===== src/inc/bsf_pkg.sv =====
// bsf_pkg: constants shared by the bit, shift and flag execution unit.
// assumes a single 200 MHz core clock and an avalon-mm register port.
`default_nettype none
package bsf_pkg;

  // datapath shape
  localparam int DATA_W      = 8;
  localparam int IDX_W       = 3;
  localparam int NUM_WREG    = 8;
  localparam int NUM_IO      = 8;
  localparam int STACK_DEPTH = 16;
  localparam int STACK_AW    = 4;
  localparam int OP_W        = 5;

  // bus shape and register byte offsets
  localparam int          AVS_AW        = 8;
  localparam int          AVS_DW        = 32;
  localparam logic [7:0]  OFF_CMD       = 8'h00;
  localparam logic [7:0]  OFF_STATUS    = 8'h04;
  localparam logic [7:0]  OFF_FLAGS     = 8'h08;
  localparam logic [7:0]  OFF_SP        = 8'h0C;
  localparam logic [7:0]  OFF_WREG_BASE = 8'h40;
  localparam logic [7:0]  OFF_IO_BASE   = 8'h80;
  localparam logic [7:0]  WIN_SEL_MASK  = 8'hE3;

  // command word fields
  localparam int CMD_OP_LSB  = 0;
  localparam int CMD_RD_LSB  = 8;
  localparam int CMD_RR_LSB  = 12;
  localparam int CMD_BIT_LSB = 16;

  // status word fields
  localparam int ST_OVF_BIT  = 0;
  localparam int ST_UNF_BIT  = 1;
  localparam int ST_CNT_LSB  = 8;

  // flags register bit positions
  localparam int FLAG_C = 0;
  localparam int FLAG_Z = 1;
  localparam int FLAG_N = 2;
  localparam int FLAG_V = 3;
  localparam int FLAG_S = 4;
  localparam int FLAG_T = 6;
  localparam int FLAG_I = 7;

  // reset values
  localparam logic [7:0]  FLAGS_RST = 8'h00;
  localparam logic [7:0]  WREG_RST  = 8'h00;
  localparam logic [31:0] RDATA_RST = 32'h0000_0000;

  // operation codes written into the command word
  localparam logic [4:0] OP_NOP      = 5'h00;
  localparam logic [4:0] OP_PORT_RD  = 5'h01;
  localparam logic [4:0] OP_PORT_WR  = 5'h02;
  localparam logic [4:0] OP_PUSH     = 5'h03;
  localparam logic [4:0] OP_POP      = 5'h04;
  localparam logic [4:0] OP_IO_SET   = 5'h05;
  localparam logic [4:0] OP_IO_CLR   = 5'h06;
  localparam logic [4:0] OP_SHL      = 5'h07;
  localparam logic [4:0] OP_SHR      = 5'h08;
  localparam logic [4:0] OP_RLC      = 5'h09;
  localparam logic [4:0] OP_RRC      = 5'h0A;
  localparam logic [4:0] OP_SRA      = 5'h0B;
  localparam logic [4:0] OP_SWAP     = 5'h0C;
  localparam logic [4:0] OP_FLAG_SET = 5'h0D;
  localparam logic [4:0] OP_FLAG_CLR = 5'h0E;
  localparam logic [4:0] OP_TSAVE    = 5'h0F;
  localparam logic [4:0] OP_TLOAD    = 5'h10;
  localparam logic [4:0] OP_SEC      = 5'h11;
  localparam logic [4:0] OP_CLC      = 5'h12;
  localparam logic [4:0] OP_SEN      = 5'h13;
  localparam logic [4:0] OP_CLN      = 5'h14;
  localparam logic [4:0] OP_SEZ      = 5'h15;
  localparam logic [4:0] OP_CLZ      = 5'h16;
  localparam logic [4:0] OP_SEI      = 5'h17;
  localparam logic [4:0] OP_CLI      = 5'h18;
  localparam logic [4:0] OP_SES      = 5'h19;
  localparam logic [4:0] OP_CLS      = 5'h1A;
  localparam logic [4:0] OP_SEV      = 5'h1B;
  localparam logic [4:0] OP_CLV      = 5'h1C;

endpackage : bsf_pkg
`default_nettype wire


===== src/inc/bsf_core_if.sv =====
// bsf_core_if: wires between the unit's control and its shifter and stack.
// assumes all parties share the core clock.
`timescale 1ns/1ps
`default_nettype none
interface bsf_core_if;
  import bsf_pkg::*;
  logic [OP_W-1:0]     sh_op;
  logic [DATA_W-1:0]   sh_in;
  logic                sh_cin;
  logic [DATA_W-1:0]   sh_out;
  logic                sh_cout;
  logic                st_we;
  logic [STACK_AW-1:0] st_widx;
  logic [DATA_W-1:0]   st_wdata;
  logic [STACK_AW-1:0] st_ridx;
  logic [DATA_W-1:0]   st_rdata;

  modport core    (output sh_op, sh_in, sh_cin, st_we, st_widx, st_wdata, st_ridx,
                   input  sh_out, sh_cout, st_rdata);
  modport shifter (input  sh_op, sh_in, sh_cin, output sh_out, sh_cout);
  modport stack   (input  st_we, st_widx, st_wdata, st_ridx, output st_rdata);
endinterface : bsf_core_if
`default_nettype wire


===== src/rtl/bsf_shift_unit.sv =====
// bsf_shift_unit: combinational shifts, rotates through carry and nibble swap.
// assumes the caller only commits the result for shift-class op codes.
`timescale 1ns/1ps
`default_nettype none
module bsf_shift_unit
(
  // link to control
  bsf_core_if.shifter bus
);
  import bsf_pkg::*;

  always_comb
  begin
    bus.sh_out  = bus.sh_in;
    bus.sh_cout = bus.sh_cin;
    case (bus.sh_op)
      OP_SHL  : bus.sh_out = {bus.sh_in[DATA_W-2:0], 1'b0};                   // see (RQ5)
      OP_SHR  : bus.sh_out = {1'b0, bus.sh_in[DATA_W-1:1]};                   // see (RQ5)
      OP_RLC  :
      begin
        bus.sh_out  = {bus.sh_in[DATA_W-2:0], bus.sh_cin};                    // see (RQ6)
        bus.sh_cout = bus.sh_in[DATA_W-1];                                    // see (RQ6)
      end
      OP_RRC  :
      begin
        bus.sh_out  = {bus.sh_cin, bus.sh_in[DATA_W-1:1]};                    // see (RQ7)
        bus.sh_cout = bus.sh_in[0];                                           // see (RQ7)
      end
      OP_SRA  : bus.sh_out = {bus.sh_in[DATA_W-1], bus.sh_in[DATA_W-1:1]};    // see (RQ8)
      OP_SWAP : bus.sh_out = {bus.sh_in[3:0], bus.sh_in[7:4]};                // see (RQ9)
      default : bus.sh_out = bus.sh_in;
    endcase
  end

endmodule : bsf_shift_unit
`default_nettype wire


===== src/rtl/bsf_stack_mem.sv =====
// bsf_stack_mem: flip-flop stack storage, one write port, one read port.
// assumes control guards against overflow; read is combinational.
`timescale 1ns/1ps
`default_nettype none
module bsf_stack_mem
(
  // clock and reset
  input  wire logic   clk,
  input  wire logic   rst,
  // link to control
  bsf_core_if.stack   bus
);
  import bsf_pkg::*;

  logic [DATA_W-1:0] mem [STACK_DEPTH];

  genvar g;
  generate
    for (g = 0; g < STACK_DEPTH; g++)
    begin : g_ent
      always_ff @(posedge clk or posedge rst)
      begin
        if (rst)
          mem[g] <= WREG_RST;
        else if (bus.st_we && (bus.st_widx == STACK_AW'(g)))
          mem[g] <= bus.st_wdata;
      end
    end
  endgenerate

  assign bus.st_rdata = mem[bus.st_ridx];

endmodule : bsf_stack_mem
`default_nettype wire


===== src/rtl/bsf_exec_unit.sv =====
// bsf_exec_unit: data-transfer, bit and bit-test execution for an 8-bit core,
// holding its own working registers, i/o locations, stack and flags register.
// assumes an avalon-mm master on the same clock that honours waitrequest.
//
// The address map and the Avalon-MM register port were chosen for this implementation.
`timescale 1ns/1ps
`default_nettype none
// Operation
// (RQ1) A port read copies the selected i/o location into the destination working register.
// (RQ2) A port write copies the source working register into the selected i/o location.
// (RQ3) A stack store puts the source register on the stack and a stack load returns the top into the destination.
// (RQ4) An i/o bit set forces the chosen bit to one, a bit clear forces it to zero, other bits untouched.
// (RQ5) Logical left shift fills bit 0 with zero and logical right shift fills bit 7 with zero.
// (RQ6) Left rotate through carry takes old carry into bit 0 and old bit 7 into carry.
// (RQ7) Right rotate through carry takes old carry into bit 7 and old bit 0 into carry.
// (RQ8) Arithmetic right shift moves bits 7..1 down and keeps bit 7, preserving the sign.
// (RQ9) Nibble exchange swaps the low and high four bits of the destination.
// (RQ10) Generic flag set writes one to the chosen flag bit and generic flag clear writes zero.
// (RQ11) Bit store copies a source bit into the spare flag and bit load copies it back into a destination bit.
// (RQ12) Dedicated carry ops set or clear carry and leave every other flag alone.
// (RQ13) Dedicated ops set or clear the negative flag, and one clears the zero flag; the code also has OP_SEZ, which sets the zero flag.
// (RQ14) Global interrupt enable sets the interrupt flag and disable clears it.
// (RQ15) Dedicated ops set or clear the signed test flag.
// (RQ16) Dedicated ops set or clear the two's complement overflow flag.
// (RQ17) A stack store writes at the stack pointer then decrements it; a load increments first then reads.
module bsf_exec_unit
(
  // clock and reset
  input  wire logic                         REF_CLK,
  input  wire logic                         RST,
  // avalon-mm slave
  input  wire logic [bsf_pkg::AVS_AW-1:0]   AVS_ADDRESS,
  input  wire logic                         AVS_READ,
  input  wire logic                         AVS_WRITE,
  input  wire logic [bsf_pkg::AVS_DW-1:0]   AVS_WRITEDATA,
  input  wire logic [3:0]                   AVS_BYTEENABLE,
  output var  logic [bsf_pkg::AVS_DW-1:0]   AVS_READDATA,
  output var  logic                         AVS_WAITREQUEST
);
  import bsf_pkg::*;

  logic [DATA_W-1:0]   wreg   [NUM_WREG];
  logic [DATA_W-1:0]   io_reg [NUM_IO];
  logic [DATA_W-1:0]   flags;
  logic [STACK_AW:0]   stk_cnt;
  logic                st_ovf;
  logic                st_unf;

  logic                commit;
  logic [OP_W-1:0]     cmd_op;
  logic [IDX_W-1:0]    cmd_rd;
  logic [IDX_W-1:0]    cmd_rr;
  logic [IDX_W-1:0]    cmd_bit;
  logic [DATA_W-1:0]   rd_val;
  logic [DATA_W-1:0]   rr_val;
  logic [DATA_W-1:0]   port_val;
  logic [STACK_AW-1:0] sp_idx;
  logic                stk_full;
  logic                stk_empty;
  logic [IDX_W-1:0]    win_idx;
  logic                lane0;

  logic                wr_we;
  logic [IDX_W-1:0]    wr_idx;
  logic [DATA_W-1:0]   wr_val;
  logic                io_we;
  logic [IDX_W-1:0]    io_idx;
  logic [DATA_W-1:0]   io_val;
  logic                fl_we;
  logic [DATA_W-1:0]   fl_val;
  logic                push_ok;
  logic                pop_ok;
  logic                ovf_set;
  logic                unf_set;
  logic                ovf_clr;
  logic                unf_clr;
  logic [AVS_DW-1:0]   rd_mux;

  bsf_core_if cif ();

  bsf_shift_unit u_shift
  (
    .bus (cif.shifter)
  );

  bsf_stack_mem u_stack
  (
    .clk (REF_CLK),
    .rst (RST),
    .bus (cif.stack)
  );

  // command fields and operand selection
  assign commit    = AVS_WRITE && !AVS_WAITREQUEST;
  assign cmd_op    = AVS_WRITEDATA[CMD_OP_LSB +: OP_W];
  assign cmd_rd    = AVS_WRITEDATA[CMD_RD_LSB +: IDX_W];
  assign cmd_rr    = AVS_WRITEDATA[CMD_RR_LSB +: IDX_W];
  assign cmd_bit   = AVS_WRITEDATA[CMD_BIT_LSB +: IDX_W];
  assign rd_val    = wreg[cmd_rd];
  assign rr_val    = wreg[cmd_rr];
  assign port_val  = io_reg[cmd_rr];
  assign win_idx   = AVS_ADDRESS[IDX_W+1:2];
  assign lane0     = AVS_BYTEENABLE[0];
  // pointer sits one below the occupied entries; the top entry is at sp_idx + 1
  assign sp_idx    = STACK_AW'(STACK_DEPTH - 1) - stk_cnt[STACK_AW-1:0];
  assign stk_full  = (stk_cnt == (STACK_AW+1)'(STACK_DEPTH));
  assign stk_empty = (stk_cnt == '0);

  assign cif.sh_op    = cmd_op;
  assign cif.sh_in    = rd_val;
  assign cif.sh_cin   = flags[FLAG_C];
  assign cif.st_widx  = sp_idx;                                   // see (RQ17)
  assign cif.st_ridx  = sp_idx + STACK_AW'(1);                     // see (RQ17)
  assign cif.st_wdata = rr_val;
  assign cif.st_we    = push_ok;

  // decode of bus writes and commands into register updates
  always_comb
  begin
    wr_we   = 1'b0;
    wr_idx  = cmd_rd;
    wr_val  = rd_val;
    io_we   = 1'b0;
    io_idx  = cmd_rr;
    io_val  = port_val;
    fl_we   = 1'b0;
    fl_val  = flags;
    push_ok = 1'b0;
    pop_ok  = 1'b0;
    ovf_set = 1'b0;
    unf_set = 1'b0;
    ovf_clr = 1'b0;
    unf_clr = 1'b0;
    if (commit && (AVS_ADDRESS == OFF_CMD) && (&AVS_BYTEENABLE[2:0]))
    begin
      case (cmd_op)
        OP_PORT_RD  :
        begin
          wr_we  = 1'b1;
          wr_val = port_val;                                      // see (RQ1)
        end
        OP_PORT_WR  :
        begin
          io_we  = 1'b1;
          io_val = rr_val;                                        // see (RQ2)
        end
        OP_PUSH     :
        begin
          push_ok = !stk_full;                                    // see (RQ3)
          ovf_set = stk_full;
        end
        OP_POP      :
        begin
          pop_ok  = !stk_empty;
          unf_set = stk_empty;
          wr_we   = !stk_empty;
          wr_val  = cif.st_rdata;                                 // see (RQ3)
        end
        OP_IO_SET, OP_IO_CLR :
        begin
          io_we           = 1'b1;
          io_val[cmd_bit] = (cmd_op == OP_IO_SET);  // see (RQ4)
        end
        // non-rotates pass carry through
        OP_SHL, OP_SHR, OP_RLC, OP_RRC, OP_SRA, OP_SWAP :
        begin
          wr_we          = 1'b1;
          wr_val         = cif.sh_out;            // see (RQ5) (RQ8) (RQ9)
          fl_we          = 1'b1;
          fl_val[FLAG_C] = cif.sh_cout;           // see (RQ6) (RQ7)
        end
        OP_FLAG_SET, OP_FLAG_CLR :
        begin
          fl_we           = 1'b1;
          fl_val[cmd_bit] = (cmd_op == OP_FLAG_SET);  // see (RQ10)
        end
        OP_TSAVE    :
        begin
          fl_we          = 1'b1;
          fl_val[FLAG_T] = rr_val[cmd_bit];                       // see (RQ11)
        end
        OP_TLOAD    :
        begin
          wr_we           = 1'b1;
          wr_val[cmd_bit] = flags[FLAG_T];                        // see (RQ11)
        end
        OP_SEC, OP_CLC :
        begin
          fl_we          = 1'b1;
          fl_val[FLAG_C] = (cmd_op == OP_SEC);                    // see (RQ12)
        end
        OP_SEN, OP_CLN :
        begin
          fl_we          = 1'b1;
          fl_val[FLAG_N] = (cmd_op == OP_SEN);                    // see (RQ13)
        end
        OP_SEZ, OP_CLZ :
        begin
          fl_we          = 1'b1;
          fl_val[FLAG_Z] = (cmd_op == OP_SEZ);                    // see (RQ13)
        end
        OP_SEI, OP_CLI :
        begin
          fl_we          = 1'b1;
          fl_val[FLAG_I] = (cmd_op == OP_SEI);                    // see (RQ14)
        end
        OP_SES, OP_CLS :
        begin
          fl_we          = 1'b1;
          fl_val[FLAG_S] = (cmd_op == OP_SES);                    // see (RQ15)
        end
        OP_SEV, OP_CLV :
        begin
          fl_we          = 1'b1;
          fl_val[FLAG_V] = (cmd_op == OP_SEV);                    // see (RQ16)
        end
        default     : fl_we = 1'b0;
      endcase
    end
    else if (commit && lane0 && (AVS_ADDRESS == OFF_STATUS))
    begin
      ovf_clr = AVS_WRITEDATA[ST_OVF_BIT];
      unf_clr = AVS_WRITEDATA[ST_UNF_BIT];
    end
    else if (commit && lane0 && (AVS_ADDRESS == OFF_FLAGS))
    begin
      fl_we  = 1'b1;
      fl_val = AVS_WRITEDATA[DATA_W-1:0];
    end
    else if (commit && lane0 && ((AVS_ADDRESS & WIN_SEL_MASK) == OFF_WREG_BASE))
    begin
      wr_we  = 1'b1;
      wr_idx = win_idx;
      wr_val = AVS_WRITEDATA[DATA_W-1:0];
    end
    else if (commit && lane0 && ((AVS_ADDRESS & WIN_SEL_MASK) == OFF_IO_BASE))
    begin
      io_we  = 1'b1;
      io_idx = win_idx;
      io_val = AVS_WRITEDATA[DATA_W-1:0];
    end
  end

  // read mux; unmapped addresses read as zero
  always_comb
  begin
    rd_mux = '0;
    if (AVS_ADDRESS == OFF_STATUS)
    begin
      rd_mux[ST_OVF_BIT]               = st_ovf;
      rd_mux[ST_UNF_BIT]               = st_unf;
      rd_mux[ST_CNT_LSB +: STACK_AW+1] = stk_cnt;
    end
    else if (AVS_ADDRESS == OFF_FLAGS)
      rd_mux[DATA_W-1:0] = flags;
    else if (AVS_ADDRESS == OFF_SP)
      rd_mux[STACK_AW-1:0] = sp_idx;
    else if ((AVS_ADDRESS & WIN_SEL_MASK) == OFF_WREG_BASE)
      rd_mux[DATA_W-1:0] = wreg[win_idx];
    else if ((AVS_ADDRESS & WIN_SEL_MASK) == OFF_IO_BASE)
      rd_mux[DATA_W-1:0] = io_reg[win_idx];
  end

  // bus handshake: one wait cycle, then a one-cycle acknowledge
  always_ff @(posedge REF_CLK or posedge RST)
  begin
    if (RST)
      AVS_WAITREQUEST <= 1'b1;
    else
      AVS_WAITREQUEST <= !((AVS_READ || AVS_WRITE) && AVS_WAITREQUEST);
  end

  always_ff @(posedge REF_CLK or posedge RST)
  begin
    if (RST)
      AVS_READDATA <= RDATA_RST;
    else if (AVS_READ && AVS_WAITREQUEST)
      AVS_READDATA <= rd_mux;
  end

  // working registers and i/o locations
  genvar g;
  generate
    for (g = 0; g < NUM_WREG; g++)
    begin : g_wreg
      always_ff @(posedge REF_CLK or posedge RST)
      begin
        if (RST)
          wreg[g] <= WREG_RST;
        else if (wr_we && (wr_idx == IDX_W'(g)))
          wreg[g] <= wr_val;
      end
    end
    for (g = 0; g < NUM_IO; g++)
    begin : g_io
      always_ff @(posedge REF_CLK or posedge RST)
      begin
        if (RST)
          io_reg[g] <= WREG_RST;
        else if (io_we && (io_idx == IDX_W'(g)))
          io_reg[g] <= io_val;
      end
    end
  endgenerate

  always_ff @(posedge REF_CLK or posedge RST)
  begin
    if (RST)
      flags <= FLAGS_RST;
    else if (fl_we)
      flags <= fl_val;
  end

  // occupancy counter stands in for the pointer, so full and empty are exact
  always_ff @(posedge REF_CLK or posedge RST)
  begin
    if (RST)
      stk_cnt <= '0;
    else if (push_ok)
      stk_cnt <= stk_cnt + (STACK_AW+1)'(1);                     // see (RQ17)
    else if (pop_ok)
      stk_cnt <= stk_cnt - (STACK_AW+1)'(1);                     // see (RQ17)
  end

  // sticky stack errors; a new error beats a clear in the same cycle
  always_ff @(posedge REF_CLK or posedge RST)
  begin
    if (RST)
    begin
      st_ovf <= 1'b0;
      st_unf <= 1'b0;
    end
    else
    begin
      st_ovf <= ovf_set | (st_ovf & ~ovf_clr);
      st_unf <= unf_set | (st_unf & ~unf_clr);
    end
  end

endmodule : bsf_exec_unit
`default_nettype wire


===== config.mk =====
export PLATFORM = sky130hd
export DESIGN_NAME = bsf_exec_unit
export DESIGN_NICKNAME = d
export VERILOG_FILES = /design/src/inc/bsf_pkg.sv /design/src/inc/bsf_core_if.sv /design/src/rtl/bsf_shift_unit.sv /design/src/rtl/bsf_stack_mem.sv /design/src/rtl/bsf_exec_unit.sv
export SDC_FILE = /design/constraint.sdc
export NUM_CORES = 1
export LEC_CHECK = 0
export BUFFER_PORTS_ARGS = -buffer_cell sky130_fd_sc_hd__buf_4
export CAP_MARGIN = 5
export CORE_MARGIN = 2
export CORE_UTILIZATION = 61
export DETAILED_ROUTE_END_ITERATION = 10
export PLACE_DENSITY = 0.81
export RECOVER_POWER = 50
export SLEW_MARGIN = 30
export SYNTH_ARGS = -nofsm -noshare
export SYNTH_HDL_FRONTEND = slang
export SYNTH_SLANG_ARGS = --single-unit

===== constraint.sdc =====
create_clock -name REF_CLK -period 10.8 [get_ports REF_CLK]
set_input_delay 0.54 -clock REF_CLK [delete_from_list [all_inputs] [get_ports REF_CLK]]
set_output_delay 0.54 -clock REF_CLK [all_outputs]
set_load 0.01 [all_outputs]

---- Yosys cells after proc, flatten, opt, wreduce, memory -nomap -nowiden ----
Index checks and enable logic that the tools add are counted.
cells by class
  add/subtract/negate cells ............... 4
  magnitude comparators ................... 6
  multiplexer cells ....................... 95
  bitwise operators ....................... 10
  equality and inequality tests ........... 73
  reductions and logical operators ........ 76
operator list
  cell                                                    count
  2-to-1 mux 8 bit                                        27
  binary-select mux 8 bit (select 3 bit)                  5
  == test 5 bit (second input constant)                   15
  case mux 8 bit (6 select lines)                         1
  == test 5 x 4 -> 1 bit (second input constant)          9
  logical AND 1 bit                                       43
  binary-select mux 8 bit (select 4 bit)                  1
  == test 4 bit (second input constant)                   8
  case mux 8 bit (4 select lines)                         1
  2-to-1 mux 1 bit                                        29
  AND reduction 4 bit                                     7
  2-to-1 mux 3 bit                                        9
  bitwise mux 8 bit                                       3
  == test 3 bit (second input constant)                   8
  OR reduction 21 bit                                     1
  == test 5 x 3 -> 1 bit (second input constant)          4
  inequality test 3 x 1 -> 1 bit (second input constant)  6
  == test 4 x 3 -> 1 bit (second input constant)          4
  == test 8 x 4 -> 1 bit (second input constant)          2
  case mux 1 bit (2 select lines)                         8
  case mux 8 bit (2 select lines)                         1
  OR reduction 2 bit                                      8
  2-to-1 mux 5 bit                                        3
  == test 3 x 2 -> 1 bit (second input constant)          4
  other kinds (41)                                        57
word-level totals
  register bits ........................... 285
  word-level logic and storage cells ...... 309

---- Logic depth before layout (Yosys ltp) ----
Gate-level depths: netlist of run 1.
  depth after elaboration ................. 11
  mapped depth ............................ 18
  depth with buffers taken out ............ 12

---- Modules after synthesis ----
Synthesis of run 1 repeated with hierarchy kept, for this count alone.
second synthesis, totals
  cells, all modules ...................... 1532
  area total of the unflattened synthesis .. 17160.2 um^2
modules (own cells, without submodules)
  module          cells each  times used  area an instance (um^2)
  bsf_exec_unit   1112        1           10855.4
  bsf_stack_mem   366         1           5939.4
  bsf_shift_unit  54          1           365.4

---- Worst setup path after synthesis of run 1 ----
OpenSTA, ideal clock, no wires.
  kind .................................... register -> register
  from .................................... register stk_cnt[0]
  to ...................................... register wreg[52] (netlist name)
  clock period less this slack ............ 3.682 ns
  setup slack ............................. 7.118 ns
  path buffers ............................ 6
  stages on the path, launching flop included .. 15
  setup time .............................. 0.125 ns
  arrival ................................. 3.557 ns
  data required time ...................... 10.675 ns
  path through ............................ dfrtp_1 > buf_2 > buf_4 > buf_2 > inv_1 > ha_1 > clkbuf_1 > buf_2 > buf_2 > mux4_2 > mux2i_1 > nor2_1 > a2111oi_2 > a41oi_2 > mux2_2
on the way
  longest elaborated chain between the ends .. 8
ends and longest elaborated chain
  what                                                  RTL line              source
  from (decl)                                           bsf_exec_unit.sv:45   logic [STACK_AW:0] stk_cnt;
  from (signal assigned)                                bsf_exec_unit.sv:320  stk_cnt <= stk_cnt + (STACK_AW+1)'(1);
  from (signal assigned)                                bsf_exec_unit.sv:322  stk_cnt <= stk_cnt - (STACK_AW+1)'(1);
  subtractor 4 bit                                      bsf_exec_unit.sv:105  assign sp_idx = STACK_AW'(STACK_DEPTH - 1) - stk_cnt[STACK_AW-1:0];
  net cif.st_widx[0]                                    bsf_core_if.sv:13     logic [STACK_AW-1:0] st_widx;
  adder 4 x 1 -> 4 bit                                  bsf_exec_unit.sv:113  assign cif.st_ridx = sp_idx + STACK_AW'(1);
  inverter 4 -> 5 bit (not written as such)             bsf_stack_mem.sv:31   assign bus.st_rdata = mem[bus.st_ridx];
  binary-select mux 8 bit (select 4 bit)                bsf_stack_mem.sv:31
  2-to-1 mux 8 bit (not written as such) (2 in series)  bsf_stack_mem.sv:31
  case mux 8 bit (4 select lines)                       bsf_exec_unit.sv:136  case (cmd_op)
  2-to-1 mux 8 bit                                      bsf_exec_unit.sv:134  if (commit && (AVS_ADDRESS == OFF_CMD) && (&AVS_BYTEENABLE[2:0]))
  to (signal, indexed assignment)                       bsf_exec_unit.sv:291  wreg[g] <= wr_val;
  to (decl)                                             bsf_exec_unit.sv:42   logic [DATA_W-1:0] wreg [NUM_WREG];
The timed path passes the listed nets, and every way through them passes these cells. The select of a mux whose other input is x is not followed.
A chain may end at the register's enable or synchronous reset.

==> run metrics, run 1 <==
clock skew 0.0258 ns; final hold vios 0; final critical-path required period between 4 and 5 ns; synthesized cell area ~17000 µm²; detailed placer's ending HPWL between 30000 and 40000 µm; Netlist cell types between 90 and 100; Yosys reg bits ~290; Clock Path Buffers 3; post-route ant nets 0; largest net degree at the start of global routing about 140; Ports around 80; power per cell area 125 nW/µm²; Die Y 173 µm; H-Tree Depth 1; global-route wire length before repair 74200 µm; number of flops mapped to enable cells by yosys 0; register area share after synthesis between 40% and 50%; Pins Over Slew Limit approximately 140; hold_ws around 0.17 ns; Async SR Flop Fraction 100%; P_leak 8.46 nW; GRT overflow 0; VDD IR max between 0.0001 and 0.00015 V; final number of setup-violating endpoints 0; CTS tree built; die area roughly 30000 µm²; Top delay family on crit path buffers and inverters; Clock Sinks ~290; Critical Path, Cell by Cell clkbuf_4, clkinvlp_2; Required @ worst endpoint around 10 ns; CP arrival approximately 4.0 ns; total wire length 47600 µm; Crit Path Max Fanout roughly 140; # Post-CTS Setup Buffers 0; post-synth top area cell dfrtp_1; relative slew slack -306%; Post-Synthesis Cells 1409; setup TNS 0 ns; die span in x between 150 and 200 µm; actual slew at the worst max-slew pin roughly 6.1 ns; Area Overhead vs Synth 8.12%; Vias between 10000 and 15000; commonest non-fill, non-tap cell in the layout dfrtp_1; routability cong. between 1 and 1.5; Clock transition at path regs 0.06 ns; WP buf/inv 2; Synth area leaders dfrtp_1 41%, mux2_2 17%, mux4_2 11%; crit path launch type primary input; Std-Cell Rows 61; CP max stage delay 3.36 ns; Core ar. roughly 28000 µm²; Port-buffer cells 45; Initial Utilization between 60% and 70%; CP Capture Type async pin; antenna cells 0; CTS resizes 0; total of max-cap violations 1; Avg Inst Size Synth about 12 µm²; status finished, violations left; vias in the first global route around 12000; DRC violations left 0; period utilization between 40 and 50%; clk_lat worst skew 0.58 ns; drt first pass iters 8; Avg WL per Cell 26.5 µm; CTS hold repair buffers 0; Synth Warn # 0; total CTS buffers 30; initial antenna violation count 0; WS Path Type in -> async; Hold Path Class in -> reg; First DRT Iteration DRCs 1556; Root Driver clkbuf_16; RSZ-0062 raised after global routing false; share of cells above drive strength 1 35.9%; commonest cells after routing, fill and taps aside 283 x dfrtp_1, 256 x mux2_2, 85 x mux4_2; top cell type's share of synthesized area between 40% and 50%; max FFs per register between 100 and 150; slowest CP cell clkinvlp_2; Post-synth top flop dfrtp_1; Final #Nets ~1500; routed vias/inst 6.95; FMAX 0.207 GHz; failing checks max-capacitance violations, max-slew violations; All-Layer GR Usage 31.8%
cell families after synthesis:
family	synth area share, %
AOI/OAI and AO/OA	10.0
xor gates and xnor gates	0.303
adders and majority gates	0.621
buffers and inverters	3.78
DFF	41.2
muxes	33.9
other	0.0216
and+or+nand+nor	10.2
final timing paths:
check / cells after the start / startpoint / slack (ns) / end
worst max-delay path: 2 / RST / 5.96 / stk_cnt[0]
worst min-delay path: 2 / AVS_WRITE / 0.17 / AVS_WAITREQUEST
worst max register to register: 10 / stk_cnt[0] / 6.60 / wreg[44]
worst min register to register: 2 / AVS_READDATA[9] / 0.48 / AVS_READDATA[9]
max in group REF_CLK: 10 / stk_cnt[0] / 6.60 / wreg[44]
min in group asynchronous: 2 / RST / 1.88 / u_stack.mem[32]
where the power goes:
group	switching, mW	total, mW	internal [mW]	leakage [nW]
Clock	0.447	1.08	0.633	0.527
Sequential	0.00392	1.08	1.07	3.97
Combinational	0.130	0.188	0.0573	3.97
metal layers:
metal	vias up	track usage [%]	share of wire, %
met3	108	4.93	9.0
met2	641	49.4	46
met5	-	0	0
li1	5350	-	-
met1	6406	46.3	42
met4	0	10.3	3.3
through the flow:
stage / setup slack [ns] / power, mW / instances / util (%) / area [µm²]
after CTS: 6.58 / 2.35 / 1800 / 67.3 / 18800
after floorplan: 2.40 / 1.23 / 1427 / - / 17400
after global placement: 6.65 / 1.28 / 1744 / 63.5 / 17700
final: 5.96 / 2.34 / 1800 / 67.3 / 18700
after detailed placement: 6.63 / 1.28 / 1744 / 63.6 / 17700
after global routing: 4.72 / 2.41 / 1800 / 67.3 / 18700
worst reg2reg max path: cells and delay by family, from the launching register on:
kind	cells	cell delay (ns)
buffers and inverters	3	1.25
AOI/OAI and AO/OA	2	0.78
muxes	3	1.28
adders and majority gates	1	0.34
DFF	1	0.34
and+or+nand+nor	1	0.10
area by class of cell:
type,count,area [µm²]
Clock buffer,38,851
Clock inverter,18,204
Fill cell,2015,9120
Inverter,9,35.0
Multi-Input combinational cell,1016,9640
Sequential cell,285,7130
Tap cell,378,473
Timing Repair Buffer,56,405
cells in the mapped netlist (all sizes together), types with 5 or more instances:
cell and n:
ha 7, nand3 29, nor2 50, nor4 6
a211oi 15, o211ai 6, nand4 9, o21ai 43
nand3b 8, dfrtp 284, a22o 14, nand2 81
and3b 6, clkbuf 41, a2111oi 5, mux2 281
a221oi 13, buf 76, mux2i 77, and3 6
a31oi 7, and2 6, a21o 10, nand2b 13
a41oi 9, nor2b 23, nor3b 11, inv 7
or2 5, o31ai 6, nor3 29, o22ai 18
a22oi 10, mux4 85, a21oi 53
Power figures use the tool's default switching activity.
==> run 2: changes to the inputs <==
--- a/config.mk
+++ b/config.mk
@@ -8,9 +8,9 @@
 export BUFFER_PORTS_ARGS = -buffer_cell sky130_fd_sc_hd__buf_4
 export CAP_MARGIN = 5
 export CORE_MARGIN = 2
-export CORE_UTILIZATION = 61
+export CORE_UTILIZATION = 57
 export DETAILED_ROUTE_END_ITERATION = 10
-export PLACE_DENSITY = 0.81
+export PLACE_DENSITY = 0.8
 export RECOVER_POWER = 50
 export SLEW_MARGIN = 30
 export SYNTH_ARGS = -nofsm -noshare
==> constraint.sdc (replaced) <==
create_clock -name REF_CLK -period 4 [get_ports REF_CLK]
set_input_delay 0.2 -clock REF_CLK [delete_from_list [all_inputs] [get_ports REF_CLK]]
set_output_delay 0.2 -clock REF_CLK [all_outputs]
set_load 0.01 [all_outputs]
==> run 2 against run 1 <==
Effect of this change:
- the flow still finishes with violations (max-capacitance violations, max-slew violations)
- worst setup slack worse by 5.7 ns
- sequential power grew to 2.7 times the previous value
- hold slack got worse by 0.11 ns
- first-iteration DRC count decreased by 15%
- critical path depth grew 7
- sequential share of layout area decreased by 0.43 points
- clock power rose to 2.8 times the previous value
- critical path type is now reg -> reg
- largest cell class unchanged
==> run metrics, run 2 (synthesis gave the netlist of run 1 again) <==
actual slew at the worst max-slew pin between 2 and 3 ns; Final Core Density between 60% and 70%; WS Path Type reg -> reg; Port-buffer cells 45; largest net degree at the start of global routing 180; placed insts between 1500 and 2000; final number of setup-violating endpoints 0; share of cells above drive strength 1 between 30 and 40%; final hold vios 0; Clock Sinks 285; period utilization a little over nine tenths; die span in x between 150 and 200 µm; commonest cells after routing, fill and taps aside 283 x dfrtp_1, 256 x mux2_2, 85 x mux4_2; Final #Nets between 1000 and 1500; hold_ws between 0.05 and 0.06 ns; crit path launch type register; Avg WL per Cell approximately 26 µm; initial antenna violation count 0; Hold Path Class in -> reg; relative slew slack -73.1%; total wire length about 48000 µm; CP Capture Type register; final critical-path required period between 3 and 4 ns; DRC violations left 0; Finished Cell Area 19000 µm²; Ports slightly above 80; clk_lat worst skew between 0.5 and 0.6 ns; post-route ant nets 0; First DRT Iteration DRCs around 1300; Place WS about 0.34 ns; detailed placer's ending HPWL 32500 µm; Initial Utilization roughly 58%; Pins Over Slew Limit 200; vias in the first global route about 12000; total power around 6.4 mW; GRT overflow 0; Required @ worst endpoint 4.44 ns; routability cong. roughly 0.99; area post-placement 17900 µm²; Die Y between 150 and 200 µm; antenna cells 0; Vias 12600; commonest non-fill, non-tap cell in the layout dfrtp_1; die area 31800 µm²; failing checks max-capacitance violations, max-slew violations; VDD IR max just over 0.0003 V; global-route wire length before repair ~74000 µm; FMAX roughly 0.27 GHz; CTS resizes 0; H-Tree Depth 1; total CTS buffers 30; total of max-cap violations 2; routed vias/inst roughly 6.8; Area Overhead vs Synth 9.35%; power per cell area between 300 and 400 nW/µm²; Std-Cell Rows between 60 and 70; Core ar. 29800 µm²; All-Layer GR Usage a little under a third; Clock transition at path regs around 0.060 ns; Post-Layout Cell Count about 1800; drt first pass iters 6; P_leak 8.56 nW; number of fill cells roughly 2200; setup TNS 0 ns; CTS tree built; clock skew approximately 0.018 ns; Root Driver clkbuf_16; Clock Path Buffers 3; CP arrival ~4.2 ns; Worst Slack Setup Final ~0.24 ns; status finished, violations left; max FFs per register approximately 130; Crit Path Max Fanout 12; RSZ-0062 raised after global routing false
-- run 2: routing by layer --
metal | track usage (%) | share of wire, % | vias up
met4 | 11.3 | 3.7 | 0
met3 | 5.82 | 8.2 | 132
li1 | - | - | 5408
met2 | 47.9 | 46 | 551
met5 | 0 | 0 | -
met1 | 43.1 | 42 | 6469
-- run 2: area by class of cell --
type	count	area [µm²]	share of cell area (%)
clock buffer	41	873	4.61
clock inverter	14	200	1.06
inverter	9	35.0	0.185
multi-input combinational	1016	9640	50.8
sequential	285	7130	37.6
tap	390	488	2.57
timing repair buffer	81	587	3.10
-- run 2: worst paths after layout --
check                      slack (ns)              end  depth (start not counted)              from
hold reg to reg                  0.48  AVS_READDATA[4]                          2   AVS_READDATA[4]
setup reg to reg                 0.24         wreg[34]                          9        stk_cnt[1]
max in group asynchronous        1.17       stk_cnt[0]                          4               RST
setup / recovery                 0.24         wreg[34]                          9        stk_cnt[1]
min in group asynchronous        1.09  u_stack.mem[35]                          4               RST
hold / removal                   0.06         flags[1]                          2  AVS_WRITEDATA[1]
-- run 2: critical path: stages, from the launching register on --
cell and delay, ns:
dfrtp_1 0.56, inv_1 0.19, ha_1 0.64, buf_4 0.34
mux4_2 0.53, mux2i_1 0.21, o22ai_1 0.16, a211oi_1 0.32
a41oi_2 0.31, mux2_2 0.37
-- run 2: power by group --
group          internal (mW)  switching, mW
clock network           1.84           1.18
registers               2.90         0.0104
logic                  0.162          0.354
-- run 2: timing repair --
action                    in CTS  in global routing
hold buffers                   5                  0
hold endpoints to repair     110                  0
buffers inserted               0                  0
